--- config.mk ---
export PLATFORM = sky130hd
export DESIGN_NAME = conv_ctrl
export DESIGN_NICKNAME = d
export VERILOG_FILES = /design/src/design/conv_ctrl_pkg.sv /design/src/design/conv_ctrl.sv /design/src/design/trim_store.sv /design/src/design/settle_timer.sv
export SDC_FILE = /design/constraint.sdc
export NUM_CORES = 1
export LEC_CHECK = 0
export BUFFER_PORTS_ARGS = -buffer_cell sky130_fd_sc_hd__buf_4
export CAP_MARGIN = 20
export CORE_ASPECT_RATIO = 1.2
export CORE_UTILIZATION = 40
export DETAILED_ROUTE_END_ITERATION = 10
export GPL_ROUTABILITY_DRIVEN = 0
export SYNTH_ARGS = -nofsm -noshare
export SYNTH_HDL_FRONTEND = slang
export SYNTH_SLANG_ARGS = --single-unit
--- constraint.sdc ---
create_clock -name i_clk -period 2.2 [get_ports i_clk]
set_clock_uncertainty 0.05 [all_clocks]
set_input_delay 0.22 -clock i_clk [delete_from_list [all_inputs] [get_ports i_clk]]
set_output_delay 0.22 -clock i_clk [all_outputs]
set_load 0.01 [all_outputs]
--- src/design/conv_ctrl_pkg.sv ---
// Shared constants and carriers for the converter control block
package conv_ctrl_pkg;

    localparam int          RESULT_W        = 10;
    localparam int          SUM_W           = RESULT_W + 1;
    localparam int          TRIM_W          = 10;
    localparam int          CLK_MHZ         = 100;
    localparam int          SETTLE_US       = 20;
    localparam int          SETTLE_CYCLES   = SETTLE_US * CLK_MHZ;
    localparam int          CONV_NS         = 62;
    localparam int          CONV_CYCLES     = CONV_NS * CLK_MHZ / 1000;
    localparam int          CNT_W           = 12;
    localparam logic [9:0]  MID_LOW         = 10'h1ff;
    localparam logic [9:0]  MID_HIGH        = 10'h200;
    localparam logic [9:0]  TRIM_RESET      = 10'h200;
    localparam logic [9:0]  RESULT_RESET    = 10'h000;
    localparam int          ATTN_FACTOR     = 3;

    typedef struct packed {
        logic regulator_enable_bit;
        logic converter_enable_bit;
        logic constant_load_bit;
        logic dynamic_load_bit;
        logic chop_enable_bit;
        logic input_mute_bit;
        logic sign_invert_bit;
        logic triple_scale_bit;
        logic single_ended_select;
    } control_s;

    typedef struct packed {
        logic regulator_on;
        logic converter_on;
        logic sampling;
        logic load_20u;
        logic load_10u;
        logic chop_on;
        logic mute_on;
        logic sign_on;
        logic scale_x3;
        logic single_ended;
    } analog_s;

    typedef enum logic [1:0] {
        ST_OFF    = 2'b00,
        ST_SETTLE = 2'b01,
        ST_SAMPLE = 2'b11,
        ST_CONV   = 2'b10
    } conv_state_e;

endpackage

--- src/design/conv_ctrl.sv ---
// Converter control: enable, sampling, start, result and trim
`timescale 1ns/1ns
`default_nettype none
module conv_ctrl
    import conv_ctrl_pkg::*;
#(
    parameter int SETTLE_COUNT = SETTLE_CYCLES,
    parameter int CONV_COUNT   = CONV_CYCLES
) (
    input  wire logic                i_clk,
    input  wire logic                i_rst,
    input  wire control_s            i_ctrl,
    input  wire logic                i_start,
    input  wire logic                i_trim_wr_pos,
    input  wire logic                i_trim_wr_neg,
    input  wire logic [TRIM_W-1:0]   i_trim_wdata,
    input  wire logic [RESULT_W-1:0] i_raw_code,
    output analog_s                  o_analog,
    output logic                     o_start_bit,
    output logic                     o_ready,
    output logic                     o_done,
    output logic [RESULT_W-1:0]      o_conversion_result,
    output logic [TRIM_W-1:0]        o_positive_offset_trim,
    output logic [TRIM_W-1:0]        o_negative_offset_trim
);

    function automatic logic [RESULT_W-1:0] signed_code(
        input logic [RESULT_W-1:0] code,
        input logic                inv
    );
        signed_code = inv ? ~code : code;
    endfunction

    // Where an abort lands: settling again while the regulator stays on
    function automatic conv_state_e fallback_state(input logic reg_on);
        fallback_state = reg_on ? ST_SETTLE : ST_OFF;
    endfunction

    ////////////////////////////////////////////////////////////////////////
    // Submodules

    logic settle_done;
    logic regulator_on;

    assign regulator_on = i_ctrl.regulator_enable_bit;

    settle_timer #(
        .COUNT (SETTLE_COUNT)
    ) u_settle (
        .i_clk  (i_clk),
        .i_rst  (i_rst),
        .i_run  (regulator_on),
        .o_done (settle_done)
    );

    trim_store #(
        .W (TRIM_W)
    ) u_trim (
        .i_clk    (i_clk),
        .i_rst    (i_rst),
        .i_wr_pos (i_trim_wr_pos),
        .i_wr_neg (i_trim_wr_neg),
        .i_wdata  (i_trim_wdata),
        .o_pos    (o_positive_offset_trim),
        .o_neg    (o_negative_offset_trim)
    );

    ////////////////////////////////////////////////////////////////////////
    // Conversion sequencer

    conv_state_e         state_reg;
    conv_state_e         state_next;
    logic [CNT_W-1:0]    cnt_reg;
    logic [CNT_W-1:0]    cnt_next;
    logic                start_reg;
    logic                start_next;
    logic [RESULT_W-1:0] result_reg;
    logic [RESULT_W-1:0] result_next;
    logic                done_reg;
    logic                done_next;
    logic                enabled;
    logic                conv_end;
    logic                chop_phase_reg;
    logic                chop_phase_next;
    logic                eff_sign;

    assign enabled  = regulator_on && i_ctrl.converter_enable_bit;
    assign conv_end = (state_reg == ST_CONV)
                   && (cnt_reg >= CNT_W'(CONV_COUNT - 1));

    always_comb begin
        state_next  = state_reg;
        cnt_next    = cnt_reg;
        start_next  = start_reg;
        result_next = result_reg;
        done_next   = 1'b0;
        case (state_reg)
            ST_OFF: begin
                start_next = 1'b0;
                if (regulator_on) begin
                    state_next = ST_SETTLE;
                end
            end
            ST_SETTLE: begin
                start_next = 1'b0;
                if (!regulator_on) begin
                    state_next = ST_OFF;
                end else if (settle_done && enabled) begin
                    state_next = ST_SAMPLE;
                end
            end
            ST_SAMPLE: begin
                if (!enabled) begin
                    state_next = fallback_state(regulator_on);
                    start_next = 1'b0;
                end else if (i_start) begin
                    state_next = ST_CONV;
                    start_next = 1'b1;
                    cnt_next   = '0;
                end
            end
            ST_CONV: begin
                cnt_next = cnt_reg + CNT_W'(1);
                if (!enabled) begin
                    state_next = fallback_state(regulator_on);
                    start_next = 1'b0;
                end else if (conv_end) begin
                    state_next  = ST_SAMPLE;
                    start_next  = 1'b0;
                    done_next   = 1'b1;
                    result_next = i_ctrl.input_mute_bit
                                ? MID_HIGH
                                : signed_code(i_raw_code,
                                    eff_sign);
                end
            end
            default: begin
                state_next = ST_OFF;
            end
        endcase
    end

    always_ff @(posedge i_clk) begin
        if (i_rst) begin
            state_reg  <= ST_OFF;
            cnt_reg    <= '0;
            start_reg  <= 1'b0;
            result_reg <= RESULT_RESET;
            done_reg   <= 1'b0;
        end else begin
            state_reg  <= state_next;
            cnt_reg    <= cnt_next;
            start_reg  <= start_next;
            result_reg <= result_next;
            done_reg   <= done_next;
        end
    end

    ////////////////////////////////////////////////////////////////////////
    // Chop phase

    // Flip polarity after each finished conversion so a pair cancels offset
    always_comb begin
        if (!enabled || !i_ctrl.chop_enable_bit) begin
            chop_phase_next = 1'b0;
        end else if (done_next) begin
            chop_phase_next = ~chop_phase_reg;
        end else begin
            chop_phase_next = chop_phase_reg;
        end
    end

    always_ff @(posedge i_clk) begin
        if (i_rst) begin
            chop_phase_reg <= 1'b0;
        end else begin
            chop_phase_reg <= chop_phase_next;
        end
    end

    assign eff_sign = i_ctrl.sign_invert_bit ^ chop_phase_reg;

    ////////////////////////////////////////////////////////////////////////
    // Analog control outputs

    analog_s analog_reg;
    analog_s analog_next;

    always_comb begin
        analog_next.regulator_on = regulator_on;
        analog_next.converter_on = regulator_on;
        analog_next.sampling     = (state_next == ST_SAMPLE);
        analog_next.load_20u     = regulator_on
                                && i_ctrl.constant_load_bit;
        analog_next.load_10u     = i_ctrl.dynamic_load_bit
                                && (state_next == ST_SAMPLE);
        analog_next.chop_on      = i_ctrl.chop_enable_bit;
        analog_next.mute_on      = i_ctrl.input_mute_bit;
        analog_next.sign_on      = eff_sign;
        analog_next.scale_x3     = i_ctrl.triple_scale_bit;
        analog_next.single_ended = i_ctrl.single_ended_select;
    end

    always_ff @(posedge i_clk) begin
        if (i_rst) begin
            analog_reg <= '0;
        end else begin
            analog_reg <= analog_next;
        end
    end

    assign o_analog            = analog_reg;
    assign o_start_bit         = start_reg;
    assign o_ready             = (state_reg == ST_SAMPLE);
    assign o_done              = done_reg;
    assign o_conversion_result = result_reg;

endmodule
`default_nettype wire

--- src/design/trim_store.sv ---
// Offset trim register pair with registered read-out
`timescale 1ns/1ns
`default_nettype none
module trim_store
    import conv_ctrl_pkg::*;
#(
    parameter int W = TRIM_W
) (
    input  wire logic         i_clk,
    input  wire logic         i_rst,
    input  wire logic         i_wr_pos,
    input  wire logic         i_wr_neg,
    input  wire logic [W-1:0] i_wdata,
    output logic      [W-1:0] o_pos,
    output logic      [W-1:0] o_neg
);
    logic [W-1:0] pos_reg;
    logic [W-1:0] pos_next;
    logic [W-1:0] neg_reg;
    logic [W-1:0] neg_next;

    always_comb begin
        pos_next = i_wr_pos ? i_wdata : pos_reg;
        neg_next = i_wr_neg ? i_wdata : neg_reg;
    end

    always_ff @(posedge i_clk) begin
        if (i_rst) begin
            pos_reg <= W'(TRIM_RESET);
            neg_reg <= W'(TRIM_RESET);
        end else begin
            pos_reg <= pos_next;
            neg_reg <= neg_next;
        end
    end

    assign o_pos = pos_reg;
    assign o_neg = neg_reg;
endmodule
`default_nettype wire

--- src/design/settle_timer.sv ---
// Regulator settling timer
`timescale 1ns/1ns
`default_nettype none
module settle_timer
    import conv_ctrl_pkg::*;
#(
    parameter int COUNT = SETTLE_CYCLES
) (
    input  wire logic i_clk,
    input  wire logic i_rst,
    input  wire logic i_run,
    output logic      o_done
);
    logic [CNT_W-1:0] cnt_reg;
    logic [CNT_W-1:0] cnt_next;

    always_comb begin
        if (!i_run) begin
            cnt_next = '0;
        end else if (cnt_reg != CNT_W'(COUNT)) begin
            cnt_next = cnt_reg + CNT_W'(1);
        end else begin
            cnt_next = cnt_reg;
        end
    end

    always_ff @(posedge i_clk) begin
        if (i_rst) begin
            cnt_reg <= '0;
        end else begin
            cnt_reg <= cnt_next;
        end
    end

    assign o_done = i_run && (cnt_reg == CNT_W'(COUNT));
endmodule
`default_nettype wire

=== Word level (Yosys, flattened, before mapping) ===
Index checks and enable logic that the tools add are counted.

* Register bits: 68
* Input bits: 34
* Output and inout bits: 43
* Word-level logic and storage cells: 74

* Add/sub/neg operators: 2
* Order comparisons: 1
* Equality and inequality tests: 10
* Multiplexer cells: 22
* Bitwise gates (word level): 4
* Reductions and logical operators: 17

{| class="wikitable"
|+ Operator list
! cell !! count
|-
| $add 12x1->12 const B || 2
|-
| $mux 12 || 2
|-
| $pmux 12 s2 || 1
|-
| $mux 10 || 2
|-
| $mux 2 || 7
|-
| $eq 12x11->1 const B || 1
|-
| $ge 12x3->1 const B || 1
|-
| $ne 12x11->1 const B || 1
|-
| $not 10->10 || 1
|-
| $mux 1 || 8
|-
| $pmux 2 s4 || 1
|-
| $eq 2x2->1 const B || 3
|-
| $logic_and 1x1->1 || 6
|-
| $ne 3x3->1 const B || 2
|-
| $reduce_and 3->1 || 2
|-
| $reduce_or 2->1 || 3
|-
| $pmux 1 s3 || 1
|-
| $eq 2x1->1 const B || 1
|-
| $logic_not 1->1 || 2
|-
| $logic_not 2->1 || 1
|-
| $ne 2x1->1 const B || 1
|-
| $ne 2x2->1 const B || 1
|-
| $not 1->1 || 2
|-
| $reduce_and 2->1 || 1
|-
| 3 further kinds || 3
|}

=== Longest topological paths before layout ===
Gate-level depths: netlist of the first run.

* Depth after elaboration: 8
* Depth in mapped cells: 7
* Gate-level depth less buffers: 6

=== Cells and area by module ===
From an unflattened synthesis of the first run, not the netlist that was laid out.

* Cells, all modules: 315
* Area total of the unflattened synthesis: 3,011.6 µm²

{| class="wikitable"
|+ Modules (own cells, without submodules)
! module !! times used !! cells an instance !! area an instance (µm²) !! seq. area each (µm²)
|-
| conv_ctrl || 1 || 181 || 1,679.1 || 720.7
|-
| trim_store || 1 || 64 || 713.2 || 400.4
|-
| settle_timer || 1 || 70 || 619.3 || 240.2
|}

=== Least setup slack after synthesis of the first run ===
OpenSTA, ideal clock, no wires.

* Path type: register to register
* From: register cnt_reg[0]
* To: register result_reg[1] (netlist: o_conversion_result[1])
* Setup time: 0.070 ns
* Data arrival time: 1.737 ns
* Required time: 2.080 ns
* Path slack: 0.342 ns
* Stages on the path, launching flop included: 8
* Buffers on the path: 1
* Period minus slack after synthesis: 1.858 ns
* Cells stage by stage: dfxtp_1 > inv_1 > ha_1 > nor2b_1 > o2111a_2 > buf_6 > or4_1 > a21oi_1

* Word-level cells in the longest chain between the ends: 3

{| class="wikitable"
|+ RTL lines
! element !! line !! source
|-
| start, declared || conv_ctrl.sv:73 || <nowiki>logic [CNT_W-1:0] cnt_reg;</nowiki>
|-
| start signal, assigned || conv_ctrl.sv:152 || <nowiki>cnt_reg <= cnt_next;</nowiki>
|-
| $ge 12x3->1 || conv_ctrl.sv:89 || <nowiki>&& (cnt_reg >= CNT_W'(CONV_COUNT - 1));</nowiki>
|-
| $logic_and 1x1->1 || conv_ctrl.sv:89 ||
|-
| $reduce_and 3->1 (no line) || - ||
|-
| end signal, assigned || conv_ctrl.sv:154 || <nowiki>result_reg <= result_next;</nowiki>
|-
| end, declared || conv_ctrl.sv:77 || <nowiki>logic [RESULT_W-1:0] result_reg;</nowiki>
|}

No other way between the ends.
A chain may end at the register's enable or synchronous reset.

=== Final worst setup path of the first run ===
* From: register cnt_reg[0]
* To: register chop_phase_reg

* Word-level cells in the longest chain between the ends: 5

{| class="wikitable"
|+ RTL lines
! element !! line !! source
|-
| $ge 12x3->1 || conv_ctrl.sv:89 ||
|-
| $logic_and 1x1->1 || conv_ctrl.sv:89 ||
|-
| $mux 1 || conv_ctrl.sv:127 || <nowiki>end else if (conv_end) begin</nowiki>
|-
| $mux 1 || conv_ctrl.sv:124 || <nowiki>if (!enabled) begin</nowiki>
|-
| $mux 1 || conv_ctrl.sv:97 || <nowiki>case (state_reg)</nowiki>
|-
| end signal, assigned || conv_ctrl.sv:177 || <nowiki>chop_phase_reg <= chop_phase_next;</nowiki>
|-
| end, declared || conv_ctrl.sv:83 || <nowiki>logic chop_phase_reg;</nowiki>
|}

No other way between the ends.

==> results by group, run 1 <==
Hold path
  • Worst hold path type: primary input to flop

Timing
  • Slew margin rel.: 65.8%
  • Final Max Slew Viols: 0
  • Period minus WS final: 2.06 ns
  • Slew @ Worst Pin: 0.500 ns
  • Final Hold Fails: 0
  • Setup TNS: 0 ns
  • RSZ-0062 raised after global routing: no
  • Setup violators final: 0
  • Final Cycle Share: 93.6%
  • Fin worst setup slack: 0.140 ns
  • Fmax achieved: 486 MHz

Synth
  • Netlist Area Pre-Place: between 2000 and 3000 um^2
  • Asr flop ratio synth: 0%
  • Primary FF master, synth: dfxtp_1
  • Seq/Total Area, Yosys: 47.0%
  • Synth unique cells: 45
  • Post-Syn Nets: 351
  • Average cell area after synthesis: 9.28 um^2
  • Post-synth EDFFs: 0
  • Flop and latch count out of synthesis: slightly below 70
  • Yosys warns: 0
  • Synth Instances: roughly 310

Layout
  • Final Core Density: 54.8%
  • Layout cells sized above 1: 26.2%
  • Final net count: 427
  • # fillers: 662
  • Final Cell Area: between 3000 and 4000 um^2
  • FF/Latch Area: between 1000 and 1500 um^2
  • Layout Area Growth over Synthesis: 31.2%
  • Diodes inserted: 0
  • Area taken by multi-input logic gates: ~1400 um^2

Clock tree
  • Postcts setup bufs: 0
  • Cts repair resizes: 0
  • Root Driver: clkbuf_8
  • Clock sink count: 68
  • CTS max path bufs: 2
  • Clock transition at the registers of the reported paths: around 0.080 ns
  • H-tree levels: 3
  • CTS Buf Count: 9
  • CTS Hold Buffers Added: 0
  • CTS tree: done
  • Clock Latency Late Sink: between 0.3 and 0.4 ns

Drt
  • Vias per cell: 5.16
  • ANT nets after route: 0
  • Post-Route WL: 6.53 mm
  • DRC: 0
  • Drt pass-1 iters: 4
  • DR vias: between 2000 and 2500
  • 1st-iter DRT viols: between 90 and 100
  • WL per Instance: 13.6 um

Global route
  • Vias in the first global route: approximately 2300
  • GRT busiest layer: met2
  • M1 GR Usage: 23.5%
  • GRT Total Usage: between 10% and 20%
  • First-pass GRT wire length: between 10 and 15 mm
  • Grt met3 use: 5.26%
  • GRT Residual Overflow: 0
  • Maximum number of pins on one net before global-route repair: 41
  • Met2 GRT Util: 27.0%
  • Initial antenna violation count: 0

Setup path
  • CP Class: flop to flop
  • Arr. time, crit path: ~2.3 ns
  • Worst-path maximum fanout: 11
  • Worst endpoint required time: 2.40 ns
  • Startpoint types: flop
  • CP Capture Type: flop

Die
  • Die Area: 7580 um^2
  • IO Count: 77
  • Core ar.: 6940 um^2
  • Chip width: 79.7 um
  • FP Rows: 33
  • Initial core utilization: 41.7%
  • Die H: 95.2 um

Pwr
  • Peak supply drop: ~0.46 mV
  • P_leak: 1.53 nW
  • Power Density: ~730 nW/um^2
  • Power, Total: approximately 2.8 mW

Placement
  • Detailed placement HPWL: 4.43 mm
  • Post-DP Area: between 3000 and 4000 um^2
  • IO Port Bufs: 76
  • Dpl ws: 0.115 ns

Job
  • Max-Cap Viols: 0

Status
  • Run status: finished clean
kinds of logic after synthesis:
kind of cell / share of synthesized area [%]
and+or+nand+nor: 20.4
DFF: 47.0
AOI/OAI and AO/OA: 12.9
buffers and inverters: 4.06
xor gates and xnor gates: 7.26
muxes: 6.22
adders and majority gates: 2.16
cell usage in the layout (no fill, tap or decap), types with 2 or more instances in the layout:
master	count
nand4_1	5
nand2_1	11
nor2_1	38
o31ai_1	4
a2111oi_0	2
buf_4	81
nor2b_1	7
dfxtp_1	68
o211ai_1	2
o21ai_0	14
nand3_1	13
nor3_1	3
xnor2_1	11
ha_1	5
inv_1	9
a211o_1	2
bufinv_16	3
mux2i_1	18
a21oi_1	24
xor2_1	13
and2_1	2
or4_1	12
clkbuf_8	10
and4_1	3
and3_1	3
or3_1	4
a211oi_1	3
nand2b_1	2
where the power goes:
group | leakage [nW] | total [mW] | switching [mW] | internal [mW]
Clock | 0.122 | 1.27 | 0.483 | 0.784
Combinational | 0.854 | 0.216 | 0.102 | 0.114
Sequential | 0.554 | 1.28 | 0.0153 | 1.26
per-stage QoR:
| step | hold slack [ns] | instances |
|---|---|---|
| final | 0.0364 | 480 |
| after global routing | 0.0369 | 480 |
| after CTS | 0.0223 | 479 |
| after detailed placement | 0.390 | 463 |
| after global placement | 0.381 | 463 |
| after floorplan | 0.246 | 312 |
synthesized netlist by cell type (2+ instances only):
cell type / number / area (um^2)
a2111oi_0: 2 / 17.5
ha_1: 5 / 62.6
nand2b_1: 2 / 12.5
xnor2_1: 11 / 96.3
a211o_1: 2 / 17.5
a211oi_1: 3 / 22.5
dfxtp_1: 68 / 1360
nor2_1: 38 / 143
or4_1: 12 / 90.1
o211ai_1: 2 / 15.0
nand4_1: 5 / 31.3
and4_1: 3 / 26.3
nor3_1: 3 / 15.0
nor2b_1: 7 / 43.8
or3_1: 4 / 25.0
o31ai_1: 4 / 30.0
o21ai_0: 14 / 70.1
a21oi_1: 24 / 120
nand2_1: 11 / 41.3
clkbuf_1: 13 / 48.8
and2_1: 2 / 12.5
mux2i_1: 18 / 180
inv_1: 9 / 33.8
nand3_1: 13 / 65.1
xor2_1: 13 / 114
buf_4: 2 / 15.0
nor4_1: 2 / 12.5
and3_1: 3 / 18.8
path summary, 6_finish.rpt:
path | start | to | slack (ns) | depth (start not counted)
worst min-delay path | i_ctrl[0] | o_analog[0] | 0.04 | 2
worst max-delay path | cnt_reg[0] | chop_phase_reg | 0.14 | 6
worst max register to register | cnt_reg[0] | chop_phase_reg | 0.14 | 6
worst min register to register | o_conversion_result[0] | o_conversion_result[0] | 0.43 | 2
per-layer routing:
| metal | vias up | wire length (um) |
|---|---|---|
| li1 | 1261 | - |
| met5 | - | 0 |
| met2 | 77 | 2850 |
| met1 | 1127 | 3060 |
| met3 | 12 | 506 |
| met4 | 0 | 112 |
critical path, cell delays in order (launching register included):
cell and delay, ns:
dfxtp_1 0.39, inv_1 0.11, ha_1 0.20, nor2b_1 0.16, o2111a_2 0.33, or3_1 0.38, a2111oi_2 0.34
area by class of cell:
class                      count  share of cell area [%]
multi-input combinational    218                    37.7
sequential                    68                    35.8
timing repair buffer          81                    16.0
clock buffer                  10                    3.62
clock inverter                 6                    2.93
tap                           87                    2.87
inverter                      10                   0.988
(Power assumes the default switching activity.)
==> inputs of run 2 (changes only) <==
==> constraint.sdc (replaced) <==
create_clock -name i_clk -period 2.2 [get_ports i_clk]
set_clock_uncertainty 0.05 [all_clocks]
set_input_delay 0.44 -clock i_clk [delete_from_list [all_inputs] [get_ports i_clk]]
set_output_delay 0.44 -clock i_clk [all_outputs]
set_load 0.01 [all_outputs]
==> run 2 against run 1 <==
Effect of this change: count of clock-buffer cells in the layout increased by 1; clock power shrank 16%; power fell by 7.0%; final cell count rose by 0.21%; flip-flop and latch count is the same; global-route usage grew 0.50 points; critical path depth stayed put.
==> results by group, run 2 (same netlist as run 1, synthesis figures left out) <==
Layout
  • Layout cells sized above 1: 26.4% (+0.19 points)
  • Commonest non-fill, non-tap cells in the layout: buf_4, dfxtp_1, nor2_1
  • Layout Area Growth over Synthesis: 29.9%
  • Commonest non-fill, non-tap cell in the layout: buf_4
  • Final Core Density: 54.2% (-0.52 points)
  • Diodes inserted: 0 (unchanged)
  • Area taken by multi-input logic gates: 1430 um^2 (-0.35%)
  • FF/Latch Area: 1360 um^2 (unchanged)
  • Final net count: 428 (+0.23%)
  • # fillers: 650 (-1.8%)

Timing
  • Final Cycle Share: 94.0% (+0.40 points)
  • Final Hold Fails: 0 (unchanged)
  • Slew @ Worst Pin: 0.693 ns (+0.194 ns)
  • Fmax achieved: 483 MHz (-0.42%)
  • Final hold slack: 0.251 ns (+0.215 ns)
  • Slew margin rel.: 53.4% (-12 points)
  • Final Max Slew Viols: 0 (unchanged)
  • Setup violators final: 0 (unchanged)
  • Period minus WS final: 2.07 ns (+0.00873 ns)

Clock tree
  • Postcts setup bufs: 0 (unchanged)
  • CTS Hold Buffers Added: 0 (unchanged)
  • Clock transition at the registers of the reported paths: 0.07 ns (about the same)
  • CTS Buf Count: 9 (unchanged)
  • Clock Latency Late Sink: 0.34 ns (about the same)
  • Clock sink count: 68 (unchanged)
  • Root Driver: clkbuf_8
  • CTS max path bufs: 2 (unchanged)
  • CTS tree: done
  • Cts repair resizes: 0 (unchanged)
  • H-tree levels: 3 (unchanged)

Status
  • Run status: finished clean

Global route
  • GRT Residual Overflow: 0 (unchanged)
  • GRT Total Usage: 18.7% (+0.50 points)
  • Maximum number of pins on one net before global-route repair: 41 (unchanged)
  • Initial antenna violation count: 0 (unchanged)
  • Vias in the first global route: 2431 (+6.0%)
  • First-pass GRT wire length: 10.8 mm (+2.6%)

Die
  • Chip width: 79.7 um (unchanged)
  • IO Count: 77 (unchanged)
  • Die Area: 7580 um^2 (unchanged)
  • Die H: 95.2 um (unchanged)
  • Core ar.: 6940 um^2 (unchanged)
  • Initial core utilization: 41.7% (unchanged)
  • FP Rows: 33 (unchanged)

Drt
  • DRC: 0 (unchanged)
  • Post-Route WL: 6.68 mm (+2.3%)
  • M1 wire length: 3.09 mm (+1.1%)
  • ANT nets after route: 0 (unchanged)
  • Vias per cell: 5.23 (+1.4%)
  • WL met3: 472 um (-6.7%)
  • Drt pass-1 iters: 4 (unchanged)
  • 1st-iter DRT viols: 97 (-2.0%)
  • WL per Instance: 13.9 um (+2.1%)
  • Met2 routed wirelength: 2.97 mm (+4.1%)
  • Top Metal Used: met4
  • DR vias: 2516 (+1.6%)

Pwr
  • P_leak: 1.51 nW (-1.2%)
  • Power Density: 682 nW/um^2 (-6.1%)
  • Peak supply drop: 0.399 mV (-13%)

Setup path
  • Startpoint types: flop
  • Worst-path maximum fanout: 11 (unchanged)
  • Worst endpoint required time: 2.39 ns (about the same)
  • Arr. time, crit path: 2.26 ns (about the same)
  • CP Capture Type: flop
  • CP Class: flop to flop

Placement
  • IO Port Bufs: 76 (unchanged)
  • Detailed placement HPWL: 4.55 mm (+2.7%)

Job
  • Max-Cap Viols: 0 (unchanged)

Hold path
  • Worst hold path type: primary input to flop
## run 2: cell count changes in the layout (fill, tap and decap cells not counted)
| cell | previous run | this run |
|---|---|---|
| clkbuf_8 | 10 | 11 |
| clkinvlp_4 | 1 | 2 |
| o2111a_2 | 1 | 2 |
| inv_6 | 0 | 1 |
| nor4_2 | 1 | 0 |
| nor4_1 | 1 | 2 |
| buf_4 | 81 | 82 |
| o2111a_1 | 1 | 0 |
| clkinv_4 | 1 | 0 |
| bufinv_16 | 3 | 1 |
## run 2: final timing paths
check	from	end	slack, ns	cells after the start
worst max-delay path	cnt_reg[0]	chop_phase_reg	0.13	6
worst min-delay path	i_ctrl[6]	o_analog[6]	0.25	2
worst max register to register	cnt_reg[0]	chop_phase_reg	0.13	6
worst min register to register	o_conversion_result[7]	o_conversion_result[7]	0.43	2
## run 2: power by group
part           internal [mW]  leakage, nW  switching, mW
registers               1.26        0.554         0.0170
clock network          0.587        0.102          0.486
logic                  0.114        0.856          0.101
## run 2: metrics by stage
step / setup WS, ns / area, um^2 / TNS (ns) / std cells / total power [mW]
floorplan: 0.342 / 2900 / 0 / 312 / 1.41
detailed placement: 0.118 / 3540 / 0 / 464 / 1.52
finish: 0.132 / 3760 / 0 / 481 / 2.57
global route: -0.0165 / 3760 / -0.0165 / 481 / 2.66
global placement: 0.176 / 3540 / 0 / 464 / 1.52
CTS: 0.0925 / 3750 / 0 / 480 / 2.59
## run 2: cell type report
class	instances	area share (%)
Clock buffer	11	4.02
Clock inverter	5	1.56
Inverter	10	0.998
Multi-Input combinational cell	218	38.0
Sequential cell	68	36.2
Tap cell	87	2.89
Timing Repair Buffer	82	16.4
## run 2: metal layers
| metal | vias up | global-route usage [%] |
|---|---|---|
| met2 | 63 | 29.1 |
| met1 | 1178 | 22.1 |
| li1 | 1262 | - |
| met3 | 13 | 7.27 |
| met4 | 0 | 10.0 |
| met5 | - | 0 |
## run 2: worst max-delay path, stage by stage (launching register included)
cell and delay, ns:
dfxtp_1 0.40, inv_1 0.10, ha_1 0.20, nor2b_1 0.16
o2111a_2 0.34, or3_1 0.38, a2111oi_2 0.34
==> inputs of run 3 (changes only) <==
--- a/config.mk
+++ b/config.mk
@@ -5,6 +5,7 @@
 export SDC_FILE = /design/constraint.sdc
 export NUM_CORES = 1
 export LEC_CHECK = 0
+export ABC_AREA = 1
 export BUFFER_PORTS_ARGS = -buffer_cell sky130_fd_sc_hd__buf_4
 export CAP_MARGIN = 20
 export CORE_ASPECT_RATIO = 1.2
==> run 3 against run 2 <==
Effect of this change: hold slack improved by 0.0076 ns; sequential power hardly changed; design area is 2.7% higher; critical endpoint is now o_conversion_result[7]; die area rose by 3.7%; register-to-register slack improved by 0.47 ns; synthesized cell count increased by 38%.
==> results by group, run 3 <==
Drt
  • ANT nets after route: 0 (unchanged)
  • Post-Route WL: 6.55 mm (-2.0%)
  • DR vias: 2774 (+10%)
  • Vias per cell: 4.60 (-12%)
  • WL per Instance: 10.9 um (-22%)
  • WL met3: 402 um (-15%)
  • Top Metal Used: met4
  • Drt pass-1 iters: 4 (unchanged)
  • Met2 routed wirelength: 3.06 mm (+3.0%)
  • 1st-iter DRT viols: 96 (-1.0%)
  • M1 wire length: 3.00 mm (-2.9%)
  • DRC: 0 (unchanged)

Hold path
  • Worst hold path type: primary input to flop

Clock tree
  • CTS tree: done
  • Clock sink count: 68 (unchanged)
  • CTS Hold Buffers Added: 0 (unchanged)
  • CTS Buf Count: 9 (unchanged)
  • H-tree levels: 3 (unchanged)
  • Postcts setup bufs: 0 (unchanged)
  • CTS max path bufs: 2 (unchanged)
  • Clock Latency Late Sink: 0.33 ns (about the same)
  • Cts repair resizes: 0 (unchanged)
  • Root Driver: clkbuf_8
  • Clock transition at the registers of the reported paths: 0.08 ns (about the same)

Setup path
  • Arr. time, crit path: 1.82 ns (-0.44 ns)
  • CP Capture Type: flop
  • Worst-path maximum fanout: 21 (+10)
  • CP Class: flop to flop
  • Startpoint types: flop
  • Worst endpoint required time: 2.42 ns (+0.03 ns)

Placement
  • Detailed placement HPWL: 4.81 mm (+5.8%)
  • Dpl cells: 587 (+27%)
  • IO Port Bufs: 76 (unchanged)

Timing
  • Slew margin rel.: 76.3% (+23 points)
  • Final Hold Fails: 0 (unchanged)
  • Fmax achieved: 626 MHz (+29%)
  • Final hold slack: 0.258 ns (+0.00757 ns)
  • Setup violators final: 0 (unchanged)
  • Period minus WS final: 1.60 ns (-0.470 ns)
  • Final Max Slew Viols: 0 (unchanged)
  • Final Cycle Share: 72.6% (-21 points)
  • RSZ-0062 raised after global routing: no
  • Setup TNS: 0 ns (unchanged)
  • Slew @ Worst Pin: 0.355 ns (-0.338 ns)

Job
  • Max-Cap Viols: 0 (unchanged)

Global route
  • Maximum number of pins on one net before global-route repair: 31 (-24%)
  • GRT Total Usage: 18.4% (-0.26 points)
  • First-pass GRT wire length: 11.4 mm (+5.2%)
  • GRT Residual Overflow: 0 (unchanged)
  • Vias in the first global route: 2703 (+11%)
  • Initial antenna violation count: 0 (unchanged)

Pwr
  • NetSw: 0.620 mW (+2.5%)
  • Flop pwr share: 48.6% (-1.2 points)
  • Switching share of power: 23.5% (-0.069 points)
  • Pint: 2.02 mW (+2.9%)
  • Comb pwr share: 8.4% (about the same)
  • Power, Total: 2.64 mW (+2.8%)
  • P_leak: 1.83 nW (+21%)
  • Clock power frac: 43.0% (+1.2 points)
  • Power Density: 683 nW/um^2 (about the same)
  • Peak supply drop: 0.477 mV (+20%)

Synth
  • Yosys warns: 0 (unchanged)
  • Flop and latch count out of synthesis: 68 (unchanged)
  • Top-count cell post-synth: nor2_1
  • Synth Instances: 431 (+38%)
  • Synth unique cells: 31 (-31%)
  • Area leader, netlist: dfxtp_1
  • Primary FF master, synth: dfxtp_1
  • Synth area leaders: dfxtp_1, nor2_1, nand2_1, inv_1, o21ai_0
  • Seq/Total Area, Yosys: 45.3% (-1.7 points)
  • Average cell area after synthesis: 6.97 um^2 (-25%)
  • Post-Syn Nets: 470 (+34%)
  • Synth cell count leaders: nor2_1, nand2_1, dfxtp_1
  • Asr flop ratio synth: 0% (unchanged)
  • Post-synth EDFFs: 0 (unchanged)
  • Area share of the leading cell type in the synthesized netlist: 45.3% (-1.7 points)
  • Netlist Area Pre-Place: 3000 um^2 (+3.8%)

Layout
  • Commonest non-fill, non-tap cells in the layout: nor2_1, nand2_1, buf_4
  • Final net count: 547 (+28%)
  • Diodes inserted: 0 (unchanged)
  • Non-filler cells, final: 603 (+25%)
  • Commonest non-fill, non-tap cell in the layout: nor2_1
  • Layout Area Growth over Synthesis: 28.7%
  • Layout cells sized above 1: 20.3% (-6.1 points)

Die
  • Initial core utilization: 41.3% (-0.44 points)
  • Core ar.: 7270 um^2 (+4.9%)
  • Die Area: 7860 um^2 (+3.7%)
  • Die H: 96.9 um (+1.8%)
  • IO Count: 77 (unchanged)
  • FP Rows: 34 (+3.0%)
  • Chip width: 81.1 um (+1.8%)

Status
  • Run status: finished clean
[run 3: path summary, 6_finish.rpt]
check / slack [ns] / cells past startpoint / start / to
min: 0.26 / 3 / i_ctrl[0] / o_analog[0]
min reg2reg: 0.43 / 2 / u_settle.cnt_reg[11] / u_settle.cnt_reg[11]
max reg2reg: 0.60 / 10 / cnt_reg[0] / o_conversion_result[7]
max: 0.60 / 10 / cnt_reg[0] / o_conversion_result[7]
[run 3: kinds of logic after synthesis]
group / synth area share [%]
AND/OR/NAND/NOR: 30.9
buffers and inverters: 9.50
flip-flops: 45.3
AO/OA/AOI/OAI: 9.33
XOR/XNOR: 2.92
adder cells (fa/ha/maj): 2.08
[run 3: power groups by stage]
stage	clock, mW	sequential [mW]	combinational [mW]
global route	1.22	1.29	0.249
detailed placement	0	1.31	0.226
global placement	0	1.31	0.224
CTS	1.17	1.28	0.226
finish	1.13	1.28	0.223
floorplan	0	1.32	0.0908
[run 3: cell type report]
type | count | area, um^2
flip-flops and latches | 68 | 1360
well taps | 90 | 113
repair buffers | 79 | 593
clock buffers | 9 | 124
fillers | 700 | 3410
clock inverters | 7 | 98.8
multi-input cells | 292 | 1360
inverters | 58 | 218
[run 3: stage by stage]
step / util [%] / setup WS [ns] / cell area (um^2)
2_1_floorplan: - / 0.760 / 3000
3_3_place_gp: 50.1 / 0.671 / 3640
3_5_place_dp: 50.1 / 0.627 / 3640
4_1_cts: 53.1 / 0.613 / 3860
5_1_grt: 53.1 / 0.422 / 3860
6_report: 53.1 / 0.602 / 3860
[run 3: critical path: stages, from the launching register on]
cell     delay (ns)
dfxtp_1        0.43
inv_1          0.11
ha_1           0.21
a21oi_1        0.14
nor2_1         0.05
nand2_1        0.07
nand3_1        0.07
buf_4          0.21
nand2_1        0.07
nand2_1        0.04
nor2_1         0.09
[run 3: layer usage]
metal | up-vias | track usage (%)
met5 | - | 0
met4 | 0 | 7.83
met3 | 5 | 5.57
met2 | 65 | 29.6
met1 | 1219 | 22.4
li1 | 1485 | -
